**config.mk**
```make
export PLATFORM = sky130hd
export DESIGN_NAME = igc_ctrl
export DESIGN_NICKNAME = d
export VERILOG_FILES = /design/src/include/igc_pkg.sv /design/src/logic/igc_ctrl.sv
export SDC_FILE = /design/constraint.sdc
export NUM_CORES = 1
export LEC_CHECK = 0
export BUFFER_PORTS_ARGS = -buffer_cell sky130_fd_sc_hd__buf_4
export CAP_MARGIN = 20
export CORE_UTILIZATION = 51
export CTS_CLUSTER_DIAMETER = 150
export DETAILED_ROUTE_END_ITERATION = 8
export HOLD_SLACK_MARGIN = 0.03
export PLACE_DENSITY = 0.85
export SETUP_SLACK_MARGIN = 0.2
export SLEW_MARGIN = 40
export SYNTH_ARGS = -nofsm -noshare
export SYNTH_HDL_FRONTEND = slang
export SYNTH_SLANG_ARGS = --single-unit
export TNS_END_PERCENT = 50
```
**constraint.sdc**
```tcl
create_clock -name clk_i -period 1.7 [get_ports clk_i]
set_input_delay 0.085 -clock clk_i [delete_from_list [all_inputs] [get_ports clk_i]]
set_output_delay 0.085 -clock clk_i [all_outputs]
set_load 0.05 [all_outputs]
```
**src/include/igc_pkg.sv**
```systemverilog
// Constants for the control, flush and general-call block of the serial bus node.
// Assumes a 25 MHz system clock and a 32-bit Avalon-MM register bus.
package igc_pkg;

    // Register byte offsets
    localparam logic [3:0]  IGC_OFS_CTRL    = 4'h0;
    localparam logic [3:0]  IGC_OFS_STATUS  = 4'h4;
    localparam logic [3:0]  IGC_OFS_IRQ_ST  = 4'h8;
    localparam logic [3:0]  IGC_OFS_IRQ_MSK = 4'hC;
    localparam int          IGC_ADDR_W      = 4;

    // Control word fields
    localparam int          IGC_SPEED_LSB   = 4;
    localparam int          IGC_SPEED_MSB   = 5;
    localparam int          IGC_GCM_BIT     = 6;
    localparam int          IGC_TXF_BIT     = 7;
    localparam int          IGC_RXF_BIT     = 8;
    localparam int          IGC_DMATX_BIT   = 9;
    localparam logic [1:0]  IGC_SPEED_STD   = 2'h0;
    localparam logic [1:0]  IGC_SPEED_FAST  = 2'h1;
    localparam logic [1:0]  IGC_SPEED_RST   = 2'h0;
    localparam logic        IGC_GCM_RST     = 1'b0;
    localparam logic        IGC_DMATX_RST   = 1'b0;

    // Flush path indices
    localparam int          IGC_PATH_TX     = 0;
    localparam int          IGC_PATH_RX     = 1;
    localparam int          IGC_NPATH       = 2;

    // Interrupt status / mask layout
    localparam int          IGC_IRQ_W       = 4;
    localparam int          IGC_IRQ_TXF     = 0;
    localparam int          IGC_IRQ_RXF     = 1;
    localparam int          IGC_IRQ_GCALL   = 2;
    localparam int          IGC_IRQ_DMATX   = 3;
    localparam logic [3:0]  IGC_IRQ_RST     = 4'h0;
    localparam logic [7:0]  IGC_STATUS_RST  = 8'h00;

    // Timing
    localparam int          IGC_CLK_MHZ     = 25;
    localparam int          IGC_BIT_NS_STD  = 10000;
    localparam int          IGC_BIT_NS_FAST = 2500;
    localparam int          IGC_BIT_CYC_STD  = (IGC_BIT_NS_STD * IGC_CLK_MHZ + 999) / 1000;
    localparam int          IGC_BIT_CYC_FAST = (IGC_BIT_NS_FAST * IGC_CLK_MHZ + 999) / 1000;
    localparam int          IGC_DIV_W       = 8;
    localparam logic [7:0]  IGC_DIV_STD_LAST  = 8'(IGC_BIT_CYC_STD - 1);
    localparam logic [7:0]  IGC_DIV_FAST_LAST = 8'(IGC_BIT_CYC_FAST - 1);

    // Flush completion: link clock edges seen, or a fallback if the link clock stands still
    localparam int          IGC_CNT_W       = 7;
    localparam logic [6:0]  IGC_FL_EDGES_LAST = 7'h01;
    localparam logic [6:0]  IGC_FL_TMO_LAST   = 7'h3F;

endpackage : igc_pkg

```
**src/logic/igc_ctrl.sv**
```systemverilog
// Control register, flush sequencing, general-call routing and DMA TX enable of the node.
// Assumes same-clock FIFO/engine logic on the rx and dma inputs; the link clock is asynchronous.
//
// Chosen here: the placing of the registers and the Avalon-MM interface to the registers.
`timescale 1ns/1ns
`default_nettype none

module igc_ctrl (
    input  wire logic                        clk_i,          // System clock, 25 MHz
    input  wire logic                        rst_i,          // Synchronous reset, active high
    input  wire logic [igc_pkg::IGC_ADDR_W-1:0] avs_address_i, // Byte address
    input  wire logic                        avs_read_i,     // Read request
    input  wire logic                        avs_write_i,    // Write request
    input  wire logic [31:0]                 avs_writedata_i, // Write data
    input  wire logic [3:0]                  avs_byteenable_i, // Byte lanes
    output logic      [31:0]                 avs_readdata_o, // Read data
    output logic                             avs_waitrequest_o, // Stall
    output logic                             irq_o,          // Level interrupt
    input  wire logic                        i2c_clk_i,      // Link clock, asynchronous
    output logic                             bit_tick_o,     // One pulse per bit period
    output logic [1:0]                       bus_speed_select_o, // Speed code
    output logic                             fast_mode_o,    // Fast mode selected
    output logic                             transmit_flush_o, // Tx FIFO/fsm flush level
    output logic                             receive_flush_o, // Rx FIFO/fsm flush level
    input  wire logic                        rx_valid_i,     // Received byte strobe
    input  wire logic [7:0]                  rx_byte_i,      // Received byte
    input  wire logic                        rx_gcall_i,     // Byte belongs to a general call
    input  wire logic                        rx_gcall_hw_i,  // General call is a hardware one
    output logic                             rx_push_o,      // Push into receive FIFO
    output logic [7:0]                       rx_data_o,      // Data for receive FIFO
    output logic                             gcall_action_o, // Direct general call action
    output logic [7:0]                       gcall_code_o,   // Status code word
    input  wire logic                        tx_space_i,     // Tx FIFO can take a word
    input  wire logic                        dma_eot_i,      // DMA end of transfer
    output logic                             dma_tx_run_o,   // DMA TX interface running
    output logic                             dma_tx_req_o    // DMA TX request
);
    import igc_pkg::*;

    // Bus slave: one wait cycle, then the access completes
    logic                 wait_q;
    logic [31:0]          rdata_q;
    logic                 acc_go;
    logic                 wr_go;
    logic                 rd_take;
    logic [31:0]          wmask;
    logic                 sel_ctrl;
    logic                 sel_stat;
    logic                 sel_irqs;
    logic                 sel_mask;

    assign acc_go   = (avs_read_i | avs_write_i) & wait_q;
    assign wr_go    = avs_write_i & ~wait_q;
    assign rd_take  = avs_read_i & wait_q;
    assign wmask    = {{8{avs_byteenable_i[3]}}, {8{avs_byteenable_i[2]}},
                       {8{avs_byteenable_i[1]}}, {8{avs_byteenable_i[0]}}};
    assign sel_ctrl = (avs_address_i == IGC_OFS_CTRL);
    assign sel_stat = (avs_address_i == IGC_OFS_STATUS);
    assign sel_irqs = (avs_address_i == IGC_OFS_IRQ_ST);
    assign sel_mask = (avs_address_i == IGC_OFS_IRQ_MSK);

    always_ff @(posedge clk_i) begin
        if (rst_i) begin
            wait_q <= 1'b1;
        end else begin
            wait_q <= ~acc_go;
        end
    end

    // Control register fields
    logic [1:0]           speed_q;
    logic                 gcm_q;
    logic                 dmatx_q;
    logic [1:0]           busy;
    logic [1:0]           flush_done;
    logic [31:0]          ctrl_rd;
    logic [31:0]          ctrl_wd;
    logic                 wr_ctrl;
    logic [1:0]           speed_d;
    logic                 gcm_d;
    logic                 dmatx_d;
    logic [1:0]           flush_start;

    assign ctrl_rd = {22'h000000, dmatx_q, busy[IGC_PATH_RX], busy[IGC_PATH_TX],
                      gcm_q, speed_q, 4'h0};
    assign ctrl_wd = (avs_writedata_i & wmask) | (ctrl_rd & ~wmask);
    assign wr_ctrl = wr_go & sel_ctrl;
    assign speed_d = wr_ctrl ? ctrl_wd[IGC_SPEED_MSB:IGC_SPEED_LSB] : speed_q;
    assign gcm_d   = wr_ctrl ? ctrl_wd[IGC_GCM_BIT] : gcm_q;
    // Software setting the enable wins over an end of transfer in the same cycle
    assign dmatx_d = wr_ctrl ? ctrl_wd[IGC_DMATX_BIT] : (dmatx_q & ~dma_eot_i);
    // Writing 1 starts a flush; writing while one runs, or writing 0, does nothing
    assign flush_start[IGC_PATH_TX] = wr_ctrl & ctrl_wd[IGC_TXF_BIT] & ~busy[IGC_PATH_TX];
    assign flush_start[IGC_PATH_RX] = wr_ctrl & ctrl_wd[IGC_RXF_BIT] & ~busy[IGC_PATH_RX];

    // Flushes never touch these fields, so the configuration survives them
    always_ff @(posedge clk_i) begin
        if (rst_i) begin
            speed_q <= IGC_SPEED_RST;
            gcm_q   <= IGC_GCM_RST;
            dmatx_q <= IGC_DMATX_RST;
        end else begin
            speed_q <= speed_d;
            gcm_q   <= gcm_d;
            dmatx_q <= dmatx_d;
        end
    end

    // Link clock: two flops, then a third for edge finding
    logic                 lk_s1_q;
    logic                 lk_s2_q;
    logic                 lk_s3_q;
    logic                 link_rise;

    assign link_rise = lk_s2_q & ~lk_s3_q;

    always_ff @(posedge clk_i) begin
        if (rst_i) begin
            lk_s1_q <= 1'b0;
            lk_s2_q <= 1'b0;
            lk_s3_q <= 1'b0;
        end else begin
            lk_s1_q <= i2c_clk_i;
            lk_s2_q <= lk_s1_q;
            lk_s3_q <= lk_s2_q;
        end
    end

    // One flush sequencer per path; each drives only its own flush line
    genvar gi;
    generate
        for (gi = 0; gi < IGC_NPATH; gi++) begin : g_flush
            logic                 busy_q;
            logic [IGC_CNT_W-1:0] edge_q;
            logic [IGC_CNT_W-1:0] tmo_q;
            logic                 edge_last;
            logic                 tmo_last;

            // Two link edges let the link-side logic see the flush; the timeout
            // covers a link clock that stands still between frames
            assign edge_last      = link_rise & (edge_q == IGC_FL_EDGES_LAST);
            assign tmo_last       = (tmo_q == IGC_FL_TMO_LAST);
            assign flush_done[gi] = busy_q & (edge_last | tmo_last);
            assign busy[gi]       = busy_q;

            always_ff @(posedge clk_i) begin
                if (rst_i) begin
                    busy_q <= 1'b0;
                    edge_q <= '0;
                    tmo_q  <= '0;
                end else if (flush_start[gi]) begin
                    busy_q <= 1'b1;
                    edge_q <= '0;
                    tmo_q  <= '0;
                end else if (flush_done[gi]) begin
                    busy_q <= 1'b0;
                end else if (busy_q) begin
                    edge_q <= link_rise ? edge_q + 1'b1 : edge_q;
                    tmo_q  <= tmo_q + 1'b1;
                end
            end
        end
    endgenerate

    assign transmit_flush_o = busy[IGC_PATH_TX];
    assign receive_flush_o  = busy[IGC_PATH_RX];

    // Bit-rate divider; reserved codes fall back to standard rate
    logic [IGC_DIV_W-1:0] div_q;
    logic [IGC_DIV_W-1:0] div_last;
    logic                 is_fast;
    logic                 div_wrap;

    assign is_fast  = (speed_q == IGC_SPEED_FAST);
    assign div_last = is_fast ? IGC_DIV_FAST_LAST : IGC_DIV_STD_LAST;
    assign div_wrap = (div_q >= div_last);

    always_ff @(posedge clk_i) begin
        if (rst_i) begin
            div_q       <= '0;
            bit_tick_o  <= 1'b0;
            fast_mode_o <= 1'b0;
        end else begin
            div_q       <= div_wrap ? '0 : div_q + 1'b1;
            bit_tick_o  <= div_wrap;
            fast_mode_o <= is_fast;
        end
    end

    assign bus_speed_select_o = speed_q;

    // General call routing
    logic                 gc_direct;
    logic                 rx_open;
    logic                 push_d;
    logic                 act_d;

    // Only a software general call in mode 1 bypasses the FIFO
    assign gc_direct = rx_gcall_i & ~rx_gcall_hw_i & gcm_q;
    assign rx_open   = rx_valid_i & ~busy[IGC_PATH_RX];
    assign push_d    = rx_open & ~gc_direct;
    assign act_d     = rx_open & gc_direct;

    always_ff @(posedge clk_i) begin
        if (rst_i) begin
            rx_push_o      <= 1'b0;
            rx_data_o      <= 8'h00;
            gcall_action_o <= 1'b0;
            gcall_code_o   <= IGC_STATUS_RST;
        end else begin
            rx_push_o      <= push_d;
            rx_data_o      <= push_d ? rx_byte_i : rx_data_o;
            gcall_action_o <= act_d;
            gcall_code_o   <= act_d ? rx_byte_i : gcall_code_o;
        end
    end

    // DMA transmit interface
    always_ff @(posedge clk_i) begin
        if (rst_i) begin
            dma_tx_run_o <= 1'b0;
            dma_tx_req_o <= 1'b0;
        end else begin
            dma_tx_run_o <= dmatx_d;
            dma_tx_req_o <= dmatx_q & tx_space_i & ~busy[IGC_PATH_TX];
        end
    end

    // Interrupt status, mask and output
    logic [IGC_IRQ_W-1:0] ist_q;
    logic [IGC_IRQ_W-1:0] msk_q;
    logic [IGC_IRQ_W-1:0] ev;
    logic [IGC_IRQ_W-1:0] ist_clr;
    logic [IGC_IRQ_W-1:0] ist_d;

    assign ev      = {dmatx_q & dma_eot_i, act_d, flush_done[IGC_PATH_RX],
                      flush_done[IGC_PATH_TX]};
    assign ist_clr = (wr_go & sel_irqs & avs_byteenable_i[0]) ?
                     avs_writedata_i[IGC_IRQ_W-1:0] : '0;
    // A new event wins over a clear in the same cycle
    assign ist_d   = (ist_q & ~ist_clr) | ev;

    always_ff @(posedge clk_i) begin
        if (rst_i) begin
            ist_q <= IGC_IRQ_RST;
            msk_q <= IGC_IRQ_RST;
            irq_o <= 1'b0;
        end else begin
            ist_q <= ist_d;
            if (wr_go & sel_mask & avs_byteenable_i[0]) begin
                msk_q <= avs_writedata_i[IGC_IRQ_W-1:0];
            end
            irq_o <= |(ist_d & msk_q);
        end
    end

    // Read data is captured in the wait cycle and holds through the completing edge
    logic [31:0]          rd_mux;

    assign rd_mux = sel_ctrl ? ctrl_rd :
                    sel_stat ? {24'h000000, gcall_code_o} :
                    sel_irqs ? {28'h0000000, ist_q} :
                    sel_mask ? {28'h0000000, msk_q} : 32'h00000000;

    always_ff @(posedge clk_i) begin
        if (rst_i) begin
            rdata_q <= 32'h00000000;
        end else if (rd_take) begin
            rdata_q <= rd_mux;
        end
    end

    assign avs_readdata_o    = rdata_q;
    assign avs_waitrequest_o = wait_q;

    // Checks
    speed_fast_a: assert property (@(posedge clk_i) disable iff (rst_i)
        (speed_q == IGC_SPEED_FAST) ##1 (speed_q == IGC_SPEED_FAST) |=> fast_mode_o)
        else $error("fast code did not select fast mode");
    speed_std_a: assert property (@(posedge clk_i) disable iff (rst_i)
        (speed_q == IGC_SPEED_STD) |=> !fast_mode_o)
        else $error("standard code selected fast mode");
    gcm_write_a: assert property (@(posedge clk_i) disable iff (rst_i)
        (wr_ctrl && avs_byteenable_i[0]) |=> (gcm_q == $past(avs_writedata_i[IGC_GCM_BIT])))
        else $error("general call mode bit not written");
    hw_gcall_a: assert property (@(posedge clk_i) disable iff (rst_i)
        (rx_valid_i && rx_gcall_i && rx_gcall_hw_i && !busy[IGC_PATH_RX])
        |=> rx_push_o && !gcall_action_o)
        else $error("hardware general call not passed to FIFO");
    gc_transp_a: assert property (@(posedge clk_i) disable iff (rst_i)
        (rx_valid_i && rx_gcall_i && !gcm_q && !busy[IGC_PATH_RX])
        |=> rx_push_o && (rx_data_o == $past(rx_byte_i)))
        else $error("transparent general call lost");
    gc_direct_a: assert property (@(posedge clk_i) disable iff (rst_i)
        (rx_valid_i && rx_gcall_i && !rx_gcall_hw_i && gcm_q && !busy[IGC_PATH_RX])
        |=> gcall_action_o)
        else $error("direct general call not executed");
    gc_nodata_a: assert property (@(posedge clk_i) disable iff (rst_i)
        gcall_action_o |-> !rx_push_o && (gcall_code_o == $past(rx_byte_i)))
        else $error("direct general call stored data");
    // A flush write may carry new settings; they must land as written, untouched by the flush
    tx_flush_a: assert property (@(posedge clk_i) disable iff (rst_i)
        (flush_start[IGC_PATH_TX] && avs_byteenable_i[0])
        |=> transmit_flush_o
            && (speed_q == $past(avs_writedata_i[IGC_SPEED_MSB:IGC_SPEED_LSB]))
            && (gcm_q == $past(avs_writedata_i[IGC_GCM_BIT])))
        else $error("transmit flush not started or config changed");
    rx_flush_hold_a: assert property (@(posedge clk_i) disable iff (rst_i)
        (rx_valid_i && busy[IGC_PATH_RX]) |=> !rx_push_o)
        else $error("receive push during receive flush");
    flush_end_a: assert property (@(posedge clk_i) disable iff (rst_i)
        $rose(busy[IGC_PATH_TX]) |-> ##[2:65] !busy[IGC_PATH_TX])
        else $error("transmit flush did not self-clear");
    rx_flush_a: assert property (@(posedge clk_i) disable iff (rst_i)
        $rose(busy[IGC_PATH_RX]) |-> ##[2:65] !busy[IGC_PATH_RX])
        else $error("receive flush did not self-clear");
    dma_idle_a: assert property (@(posedge clk_i) disable iff (rst_i)
        !dmatx_q |=> !dma_tx_req_o)
        else $error("DMA request while disabled");
    dma_eot_a: assert property (@(posedge clk_i) disable iff (rst_i)
        (dmatx_q && dma_eot_i && !wr_ctrl) |=> !dmatx_q ##1 !dma_tx_req_o)
        else $error("end of transfer did not clear enable");
    flush_iso_a: assert property (@(posedge clk_i) disable iff (rst_i)
        (flush_start[IGC_PATH_TX] && !busy[IGC_PATH_RX] && !flush_start[IGC_PATH_RX])
        |=> !receive_flush_o)
        else $error("transmit flush disturbed receive path");

endmodule : igc_ctrl

`default_nettype wire

```
==> results.md, run 1 <==
- Final Cell Area: around 5400 um2
- Min-Delay Path Class: in2reg
- XOR/XNOR Fraction of Synth Area: 0.0621
- Final core occ: 0.732
- Clk_lat worst skew: between 0.3 and 0.4 ns
- CTS Buf Count: 9
- Total placed cells including tap cells: ~600
- Final critical-path share of the clock period: 0.967
- Critical Path RT: approximately 2.0 ns
- Antenna violations before repair: 0
- Psw: 1300 uW
- Via Count: between 3000 and 4000
- Non-filler cells, final: around 650
- Simple-Gate Fraction of Synth Area: 0.232
- Die width: about 90 um
- Max FO, Critical Path: 7
- Total Routed Length: between 10 and 15 mm
- Clock transition at the registers of the reported paths: ~0.1 ns
- Port Buf Inserts: just over 70
- Critical path class: reg2reg
- Vias/cell: 5.56
- Number of max-cap violations: 0
- DRT antenna net count: 0
- Clock buffer depth: 2
- Die height: 90.0 um
- Synth Area in Adders: 0.0380
- Critical-path top delay cell: or4_4
- Hold slack: 0.0498 ns
- Clk network pwr share: 0.371
- Largest net degree at the start of global routing: 32
- Post-synthesis sequential area ratio: 0.436
- Cell Area, Placed: roughly 4700 um2
- Compound-cell area share of the yosys netlist: 0.0823
- Async SR Flop Fraction: 0
- Slew Limit Fails: 0
- CP Cell Sequence: or4_4 -> o31ai_4 -> buf_6 -> nor3_4 -> xnor2_1 -> nor2_1
- Power density over the cells: around 830 nW/um2
- Final Critical Period: ~1.6 ns
- FF+latch count, synth: between 80 and 90
- Mapped Cells: between 400 and 500
- Register area: 1750 um2
- Mean post-synth cell area: 9.10 um2
- Vias in the first global route: 3452
- Number of fill cells: 462
- F_max: slightly above 600 MHz
- Yosys top cell area share: 0.436
- Crit path launch type: flop
- Static leakage: 0.00215 uW
- Top cells by count, synth: dfxtp_1 (86), nor2_1 (78), mux2i_1 (26)
- Sequential group share of total power: 0.474
- H-tree Lvls: 3
- Overall routing resource usage: 0.245
- Crit end category: flop
- Combinational power share: 0.155
- Largest family of logic cells by synthesized area: simple AND/OR/NAND/NOR gates
- N_diodes: 0
- Core Region: ~7400 um2
- Largest cells by area after synthesis: dfxtp_1 (44%), nor2_1 (7.4%), mux2i_1 (6.6%)
- Clock Tree Root: clkbuf_8
- Fin nets: between 600 and 700
- Mapped Area: a little under 4000 um2
- Slew @ Worst Pin: just over 0.5 ns
- Final Hold Fails: 0
- Peak VDD IR: between 0.0007 and 0.0008 V
- Post-synth EDFFs: 0
- Drt pass-1 iters: 5
- Max stage delay on crit path: between 0.5 and 0.6 ns
- Multi-input logic area: about 2300 um2
- Initial DRC Count: 220
- Final setup fails: 0
- CP Data Arrival Time: between 1.5 and 2 ns
- Internal: 3190 uW
- # IOs: 118
- Wire length per cell: ~16 um
- P&R area growth vs syn: 36.5%
- Gp weighted congestion: ~0.85
- Max_slew headroom: 0.651
- HPWL after DPL: between 6 and 7 mm
- Yosys top cell by area: dfxtp_1
- RSZ-0062 raised after global routing: true
- Die area: just over 8000 um2
- Most frequent cell after synthesis: dfxtp_1
- Synth unique cells: 56
- Switching share of power: 0.289
- Share of cells above drive strength 1: 0.319
- GRT overflow: 0
- Post-route DRC: 0
- Setup Skew: ~0.012 ns
- Yosys warnings: 0
- Ys flop type: dfxtp_1
- Run status: completed
- Rows: 31
- TritonCTS clock tree: built
- First-pass GRT wire length: around 16 mm
- Sink Count: 86
- Portion of netlist area occupied by mux cells: 0.0773
- Initial Utilization: 0.536
-- area by class of cell --
cell class | count | share of cell area
clock buffers | 9 | 0.0230
clock inverters | 7 | 0.0190
inverters | 10 | 0.00742
multi-input cells | 321 | 0.423
flip-flops and latches | 86 | 0.324
well taps | 99 | 0.0230
repair buffers | 119 | 0.180
-- state kept, by name, indices dropped and copies added (netlist names), 4 cells and up, named ones only --
register,count
avs_readdata_o,10
div_q,8
g_flush.edge_q,14
g_flush.tmo_q,14
gcall_code_o,8
ist_q,4
msk_q,4
rx_data_o,8
-- power by group through the flow --
stage | Combinational, uW | Clock [uW] | Sequential (uW)
floorplan | 440 | 0 | 2210
global placement | 587 | 0 | 2170
detailed placement | 617 | 0 | 2170
CTS | 683 | 1670 | 2130
global route | 734 | 1790 | 2140
finish | 695 | 1670 | 2130
-- worst max-delay path: cells and delay by family (launching register included) --
family,cells,cell delay (ns)
flops,1,0.34
simple gates,3,0.68
xor+xnor,1,0.16
compound gates,1,0.20
buf+inv,1,0.17
-- worst paths after layout --
check | slack, ns | to | startpoint | depth (start not counted)
setup / recovery | 0.06 | g_flush[0].tmo_q[4]$_SDFFE_PP0P_ | g_flush[0].edge_q[6]$_SDFFE_PP0P_ | 6
setup reg to reg | 0.06 | g_flush[0].tmo_q[4]$_SDFFE_PP0P_ | g_flush[0].edge_q[6]$_SDFFE_PP0P_ | 6
hold / removal | 0.05 | flop | dma_eot_i | 4
hold reg to reg | 0.46 | lk_s2_q$_SDFF_PP0_ | lk_s1_q$_SDFF_PP0_ | 1
-- kinds of logic (layout without fill, tap and decap cells) --
group	count (synthesis)	in the layout
flops	86	86
simple gates	183	183
xor+xnor	28	28
other cells	1	22
fa+ha+maj	12	12
compound gates	46	46
buf+inv	48	145
mux	30	30
-- cell usage in the layout (no fill, tap or decap), types with 10 or more instances in the layout --
cell | netlist | layout
a21oi_1 | 17 | 16
buf_4 | 23 | 91
conb_1 | 1 | 22
dfxtp_1 | 86 | 72
dfxtp_2 | 0 | 10
dlygate4sd3_1 | 0 | 21
mux2i_1 | 26 | 26
nand2_1 | 19 | 19
nand3_1 | 16 | 16
nor2_1 | 78 | 75
nor3_1 | 20 | 14
xnor2_1 | 25 | 25
-- metal layers --
layer | global-route usage | vias up | share of wire
met5 | 0 | - | 0
met4 | 0.0780 | 0 | 0.019
met1 | 0.280 | 1749 | 0.41
met2 | 0.431 | 160 | 0.51
li1 | - | 1686 | -
met3 | 0.0787 | 23 | 0.067
-- per-stage QoR --
stage / TNS (ns) / power (uW) / setup slack [ns]
floorplan: 0 / 2650 / 0.136
global placement: 0 / 2760 / 0.0429
detailed placement: -0.000578 / 2790 / -0.000578
CTS: 0 / 4480 / 0.0459
global route: -0.135 / 4660 / -0.0330
finish: 0 / 4490 / 0.0557
-- timing repair --
| action | 4_1_cts | 5_1_grt |
|---|---|---|
| pin swaps | 9 | 27 |
| endpoints found under the hold margin | 27 | 0 |
| gates resized for setup | 14 | 35 |
| setup buffers | 4 | 3 |
| endpoints found under the setup margin | 38 | 49 |
| hold buffers | 21 | 0 |
No activity file was read; power rests on OpenSTA's default activity.
==> inputs of run 2 (changes only) <==
SETUP_SLACK_MARGIN = not set   (was 0.2)
==> run 2 against run 1 <==
The run now ends with setup timing left; non-clock buffer count shrank 3; clock skew up 0.0020 ns; sequential power about the same; total power is 4.9% lower; global-route usage increased by 0.94 points; setup slack lost 0.056 ns; wire length down 0.13%; clock power down 11%; count of clock-buffer cells in the layout is 1 higher; final cell count decreased by 0.46%; sequential share of layout area grew 0.93 points; combinational power down 5.6%.
==> results.md, run 2 (synthesis gave the netlist of run 1 again) <==
- Critical path class: reg2reg
- Critical Path RT: 1.95 ns
- Clock transition at the registers of the reported paths: ~0.090 ns
- Post-Place Setup Slack: -0.0822 ns
- Clk_lat worst skew: approximately 0.37 ns
- Initial DRC Count: roughly 180
- N_diodes: 0
- Final critical-path share of the clock period: 1.00
- Number of max-cap violations: 0
- CTS Buf Count: 9
- # IOs: approximately 120
- Initial Utilization: 0.536
- Fin nets: just over 600
- Run status: complete, but fails checks
- Clock Tree Root: clkbuf_8
- Min-Delay Path Class: in2reg
- First-pass GRT wire length: roughly 17 mm
- Clock buffer depth: 2
- HPWL after DPL: between 6 and 7 mm
- Die area: approximately 8100 um2
- Commonest non-fill, non-tap cell in the layout: buf_4
- Core Region: around 7400 um2
- DRT antenna net count: 0
- Via Count: between 3000 and 4000
- Gp weighted congestion: 0.815
- Sink Count: 86
- GRT overflow: 0
- Total Routed Length: ~10 mm
- Final Hold Fails: 0
- Overall power: roughly 4300 uW
- P&R area growth vs syn: 31.5%
- Crit path launch type: flop
- Slew Limit Fails: 0
- Rows: 31
- Peak VDD IR: approximately 0.0006 V
- Share of cells above drive strength 1: 0.266
- RSZ-0062 raised after global routing: true
- Most frequent cells in the layout: buf_4 (90), dfxtp_1 (80), nor2_1 (76), mux2i_1 (26), xnor2_1 (24)
- Die width: between 90 and 100 um
- Die height: about 90 um
- Max FO, Critical Path: 7
- Post-route DRC: 0
- Setup ws final: -0.000725 ns
- Power density over the cells: 822 nW/um2
- CP Data Arrival Time: approximately 2.0 ns
- Port Buf Inserts: just over 70
- Failing checks: setup timing
- Static leakage: approximately 0.0021 uW
- Final Critical Period: 1.70 ns
- Slew @ Worst Pin: 0.502 ns
- Overall routing resource usage: 0.254
- Largest net degree at the start of global routing: 38
- Max_slew headroom: 0.663
- Setup Skew: between 0.01 and 0.015 ns
- F_max: about 590 MHz
- Antenna violations before repair: 0
- Drt pass-1 iters: 4
- Vias in the first global route: approximately 3500
- Vias/cell: about 5.4
- Total placed cells including tap cells: ~610
- Crit end category: flop
- Wire length per cell: between 15 and 20 um
- Final setup fails: 1
- Non-filler cells, final: 648
- TritonCTS clock tree: built
- H-tree Lvls: 3
## run 2: cell types whose count changed in the layout (fill, tap and decap cells not counted), sizes merged
cell,change
clkbuf,+1
dlygate4sd3,+2
buf,-5
bufinv,-1
inv,-2
clkinv,+1
clkinvlp,+1
## run 2: where the power goes
part	internal, uW	leakage [uW]	switching (uW)
clock network	691	0.0000973	789
logic	250	0.00131	406
registers	2070	0.000700	61.9
## run 2: final cells by class
cell class,count,area (um2)
clock inverters,6,68.8
fillers,522,2170
well taps,99,124
clock buffers,10,128
repair buffers,116,948
multi-input cells,321,2160
flip-flops and latches,86,1730
inverters,10,37.5
## run 2: worst max-delay path, cell delays in order (launching register included)
cell and delay, ns:
dfxtp_2 0.33, or4_4 0.57, o31ai_4 0.24, buf_6 0.17, nor4_2 0.05, xnor2_1 0.16
nor2_1 0.06
## run 2: timing repair
item,CTS,global route
pin swaps,2,8
hold buffers,23,0
endpoints found under the hold margin,31,0
endpoints found under the setup margin,15,36
buffers inserted,0,2
resized for setup,7,21
## run 2: path summary, 6_finish.rpt
check	slack, ns	from	end	cells after the start
worst max register to register	-0.0007	g_flush[0].edge_q[2]$_SDFFE_PP0P_	g_flush[0].tmo_q[5]$_SDFFE_PP0P_	6
worst max-delay path	-0.0007	g_flush[0].edge_q[2]$_SDFFE_PP0P_	g_flush[0].tmo_q[5]$_SDFFE_PP0P_	6
worst min register to register	0.46	lk_s1_q$_SDFF_PP0_	lk_s2_q$_SDFF_PP0_	1
worst min-delay path	0.07	rx_valid_i	rx_push_o$_SDFF_PP0_	3
## run 2: stage by stage
stage | setup TNS [ns] | hold slack, ns | util | area (um2)
after floorplan | 0 | 0.201 | - | 4040
after global placement | 0 | 0.308 | 0.627 | 4620
after detailed placement | -0.610 | 0.323 | 0.627 | 4620
after CTS | -0.0212 | 0.0705 | 0.690 | 5080
after global routing | -0.550 | 0.0879 | 0.705 | 5200
final | -0.000725 | 0.0728 | 0.705 | 5200
## run 2: routing by layer
| metal | global-route usage | part of all wire | up-vias |
|---|---|---|---|
| met4 | 0.0995 | 0.024 | 0 |
| met1 | 0.270 | 0.38 | 1674 |
| met3 | 0.0745 | 0.067 | 31 |
| met5 | 0 | 0 | - |
| li1 | - | - | 1677 |
| met2 | 0.469 | 0.52 | 141 |
==> inputs of run 3 (changes only) <==
BUFFER_PORTS_ARGS = -buffer_cell sky130_fd_sc_hd__buf_2   (was -buffer_cell sky130_fd_sc_hd__buf_4)
==> run 3 against run 2 <==
The flow now finishes without violations; register-to-register slack improved by 0.02 ns; sequential power about the same; total power fell by 0.30%; largest cell class unchanged; non-clock buffer count is 1 lower; first-iteration DRC count is 0.54% lower; combinational power down 4.6%; sequential cell count is the same; wire length down 1.8%; clock skew down 0.00053 ns; maximum frequency grew 1.3%.
==> results.md, run 3 (synthesis gave the netlist of run 1 again) <==
- Slew Limit Fails: 0
- Crit path launch type: flop
- Rows: 31
- Crit end category: flop
- GRT overflow: 0
- Number of max-cap violations: 0
- Fin nets: slightly above 600
- Final critical-path share of the clock period: 0.988
- # IOs: about 120
- Drt pass-1 iters: 4
- Final Cell Area: between 4000 and 5000 um2
- Wire length per cell: approximately 16 um
- Post-Place Setup Slack: -0.0311 ns
- Final Hold Fails: 0
- Final Critical Period: approximately 1.7 ns
- Setup Skew: roughly 0.013 ns
- Max stage delay on crit path: ~0.57 ns
- CP Cell Sequence: or4_4 -> o31ai_4 -> buf_6 -> nor3_1 -> xnor2_1 -> nor2_1
- Sequential group share of total power: 0.500
- Max FO, Critical Path: 7
- Run status: completed
- Clk network pwr share: 0.353
- Post-route DRC: 0
- Critical path class: reg2reg
- Port Buf Inserts: slightly above 70
- First-pass GRT wire length: 16.8 mm
- Met3 Resource Use GR: 0.0736
- Commonest non-fill, non-tap cell in the layout: dfxtp_1
- Hold Crit Start: avs_writedata_i[5]
- N_diodes: 0
- GRT Max-Usage Layer: met2
- Vias in the first global route: between 3000 and 4000
- Cell Area, Placed: around 4400 um2
- Clock buffer depth: 2
- Antenna violations before repair: 0
- Die width: roughly 90 um
- Psw: 1200 uW
- Overall power: 4260 uW
- Most frequent cells in the layout: dfxtp_1 (82), nor2_1 (77), buf_2 (71), mux2i_1 (26), xnor2_1 (25)
- Core Region: roughly 7400 um2
- Gp weighted congestion: 0.794
- Min-Delay Path Class: in2reg
- Initial Utilization: 0.536
- Via Count: roughly 3500
- Internal: between 3000 and 4000 uW
- Largest net degree at the start of global routing: 36
- F_max: roughly 600 MHz
- Critical Path RT: 1.95 ns
- Met2 global-route usage: 0.457
- Clock transition at the registers of the reported paths: 0.08 ns
- CTS Buf Count: 9
- TritonCTS clock tree: built
- Met1 Use GR: 0.286
- DRT antenna net count: 0
- Die area: 8100 um2
- Critical-path top delay cell: or4_4
- Setup ws final: 0.0203 ns
- Die height: 90.0 um
- Share of cells above drive strength 1: 0.258
- Clock Tree Root: clkbuf_8
- CP Data Arrival Time: around 1.9 ns
- Total Routed Length: roughly 10 mm
- Initial DRC Count: approximately 180
- Switching share of power: 0.282
- Static leakage: between 0.002 and 0.0025 uW
- Combinational power share: 0.147
- Power density over the cells: ~860 nW/um2
- HPWL after DPL: about 6.5 mm
- Vias/cell: 5.41
- Final setup fails: 0
- Peak VDD IR: between 0.0007 and 0.0008 V
- Final core occ: 0.674
- Overall routing resource usage: 0.257
- R2r startpoint: g_flush[0].edge_q[5]$_SDFFE_PP0P_
- Clk_lat worst skew: approximately 0.37 ns
- Sink Count: 86
- P&R area growth vs syn: 25.7%
- CP startpoint: g_flush[0].edge_q[5]$_SDFFE_PP0P_
- H-tree Lvls: 3
- RSZ-0062 raised after global routing: true
==> run 3: changes by cell type in the layout (fill, tap and decap cells not counted), sizes merged <==
cell and delta:
clkinv -2, buf +1, inv -1, clkbuf +1, dlygate4sd3 -2, clkinvlp +1
==> run 3: path summary, 6_finish.rpt <==
path / to / slack (ns) / depth (start not counted)
worst max-delay path: g_flush[0].tmo_q[4]$_SDFFE_PP0P_ / 0.02 / 6
worst min-delay path: flop / 0.04 / 3
worst max register to register: g_flush[0].tmo_q[4]$_SDFFE_PP0P_ / 0.02 / 6
worst min register to register: g_flush[1].tmo_q[6]$_SDFFE_PP0P_ / 0.45 / 2
==> run 3: per-layer routing <==
metal	up-vias	part of all wire
li1	1673	-
met1	1670	0.40
met2	121	0.51
met3	28	0.061
met4	0	0.029
met5	-	0
==> run 3: through the flow <==
stage	TNS [ns]	hold slack, ns	cells
6_report	0	0.0443	646
5_1_grt	-0.117	0.0579	646
4_1_cts	0	0.0339	644
3_5_place_dp	-0.0578	0.324	609
3_3_place_gp	0	0.303	609
2_1_floorplan	0	0.201	455
==> run 3: critical path: cells and delay by family, from the launching register on <==
kind	cells	cell delay [ns]
simple gates	3	0.71
flops	1	0.32
compound gates	1	0.19
xor+xnor	1	0.19
buf+inv	1	0.16
==> run 3: repair_timing <==
| item | in CTS | in global routing |
|---|---|---|
| pin swaps | 3 | 2 |
| resized for setup | 4 | 15 |
| hold endpoints to repair | 25 | 1 |
| hold buffers | 20 | 1 |
| buffers inserted | 0 | 1 |
| setup endpoints to repair | 14 | 28 |
==> run 3: cell type report <==
cell class	instances	area (um2)
Fill cell	524	2400
Clock inverter	4	53.8
Multi-Input combinational cell	321	2130
Timing Repair Buffer	115	742
Tap cell	99	124
Clock buffer	11	153
Sequential cell	86	1730
Inverter	10	37.5
==> run 3: power by group through the flow <==
stage | Clock [uW] | Combinational (uW) | Sequential [uW]
3_3_place_gp | 0 | 494 | 2170
2_1_floorplan | 0 | 380 | 2210
4_1_cts | 1510 | 574 | 2130
5_1_grt | 1610 | 664 | 2140
3_5_place_dp | 0 | 512 | 2170
6_report | 1500 | 626 | 2130
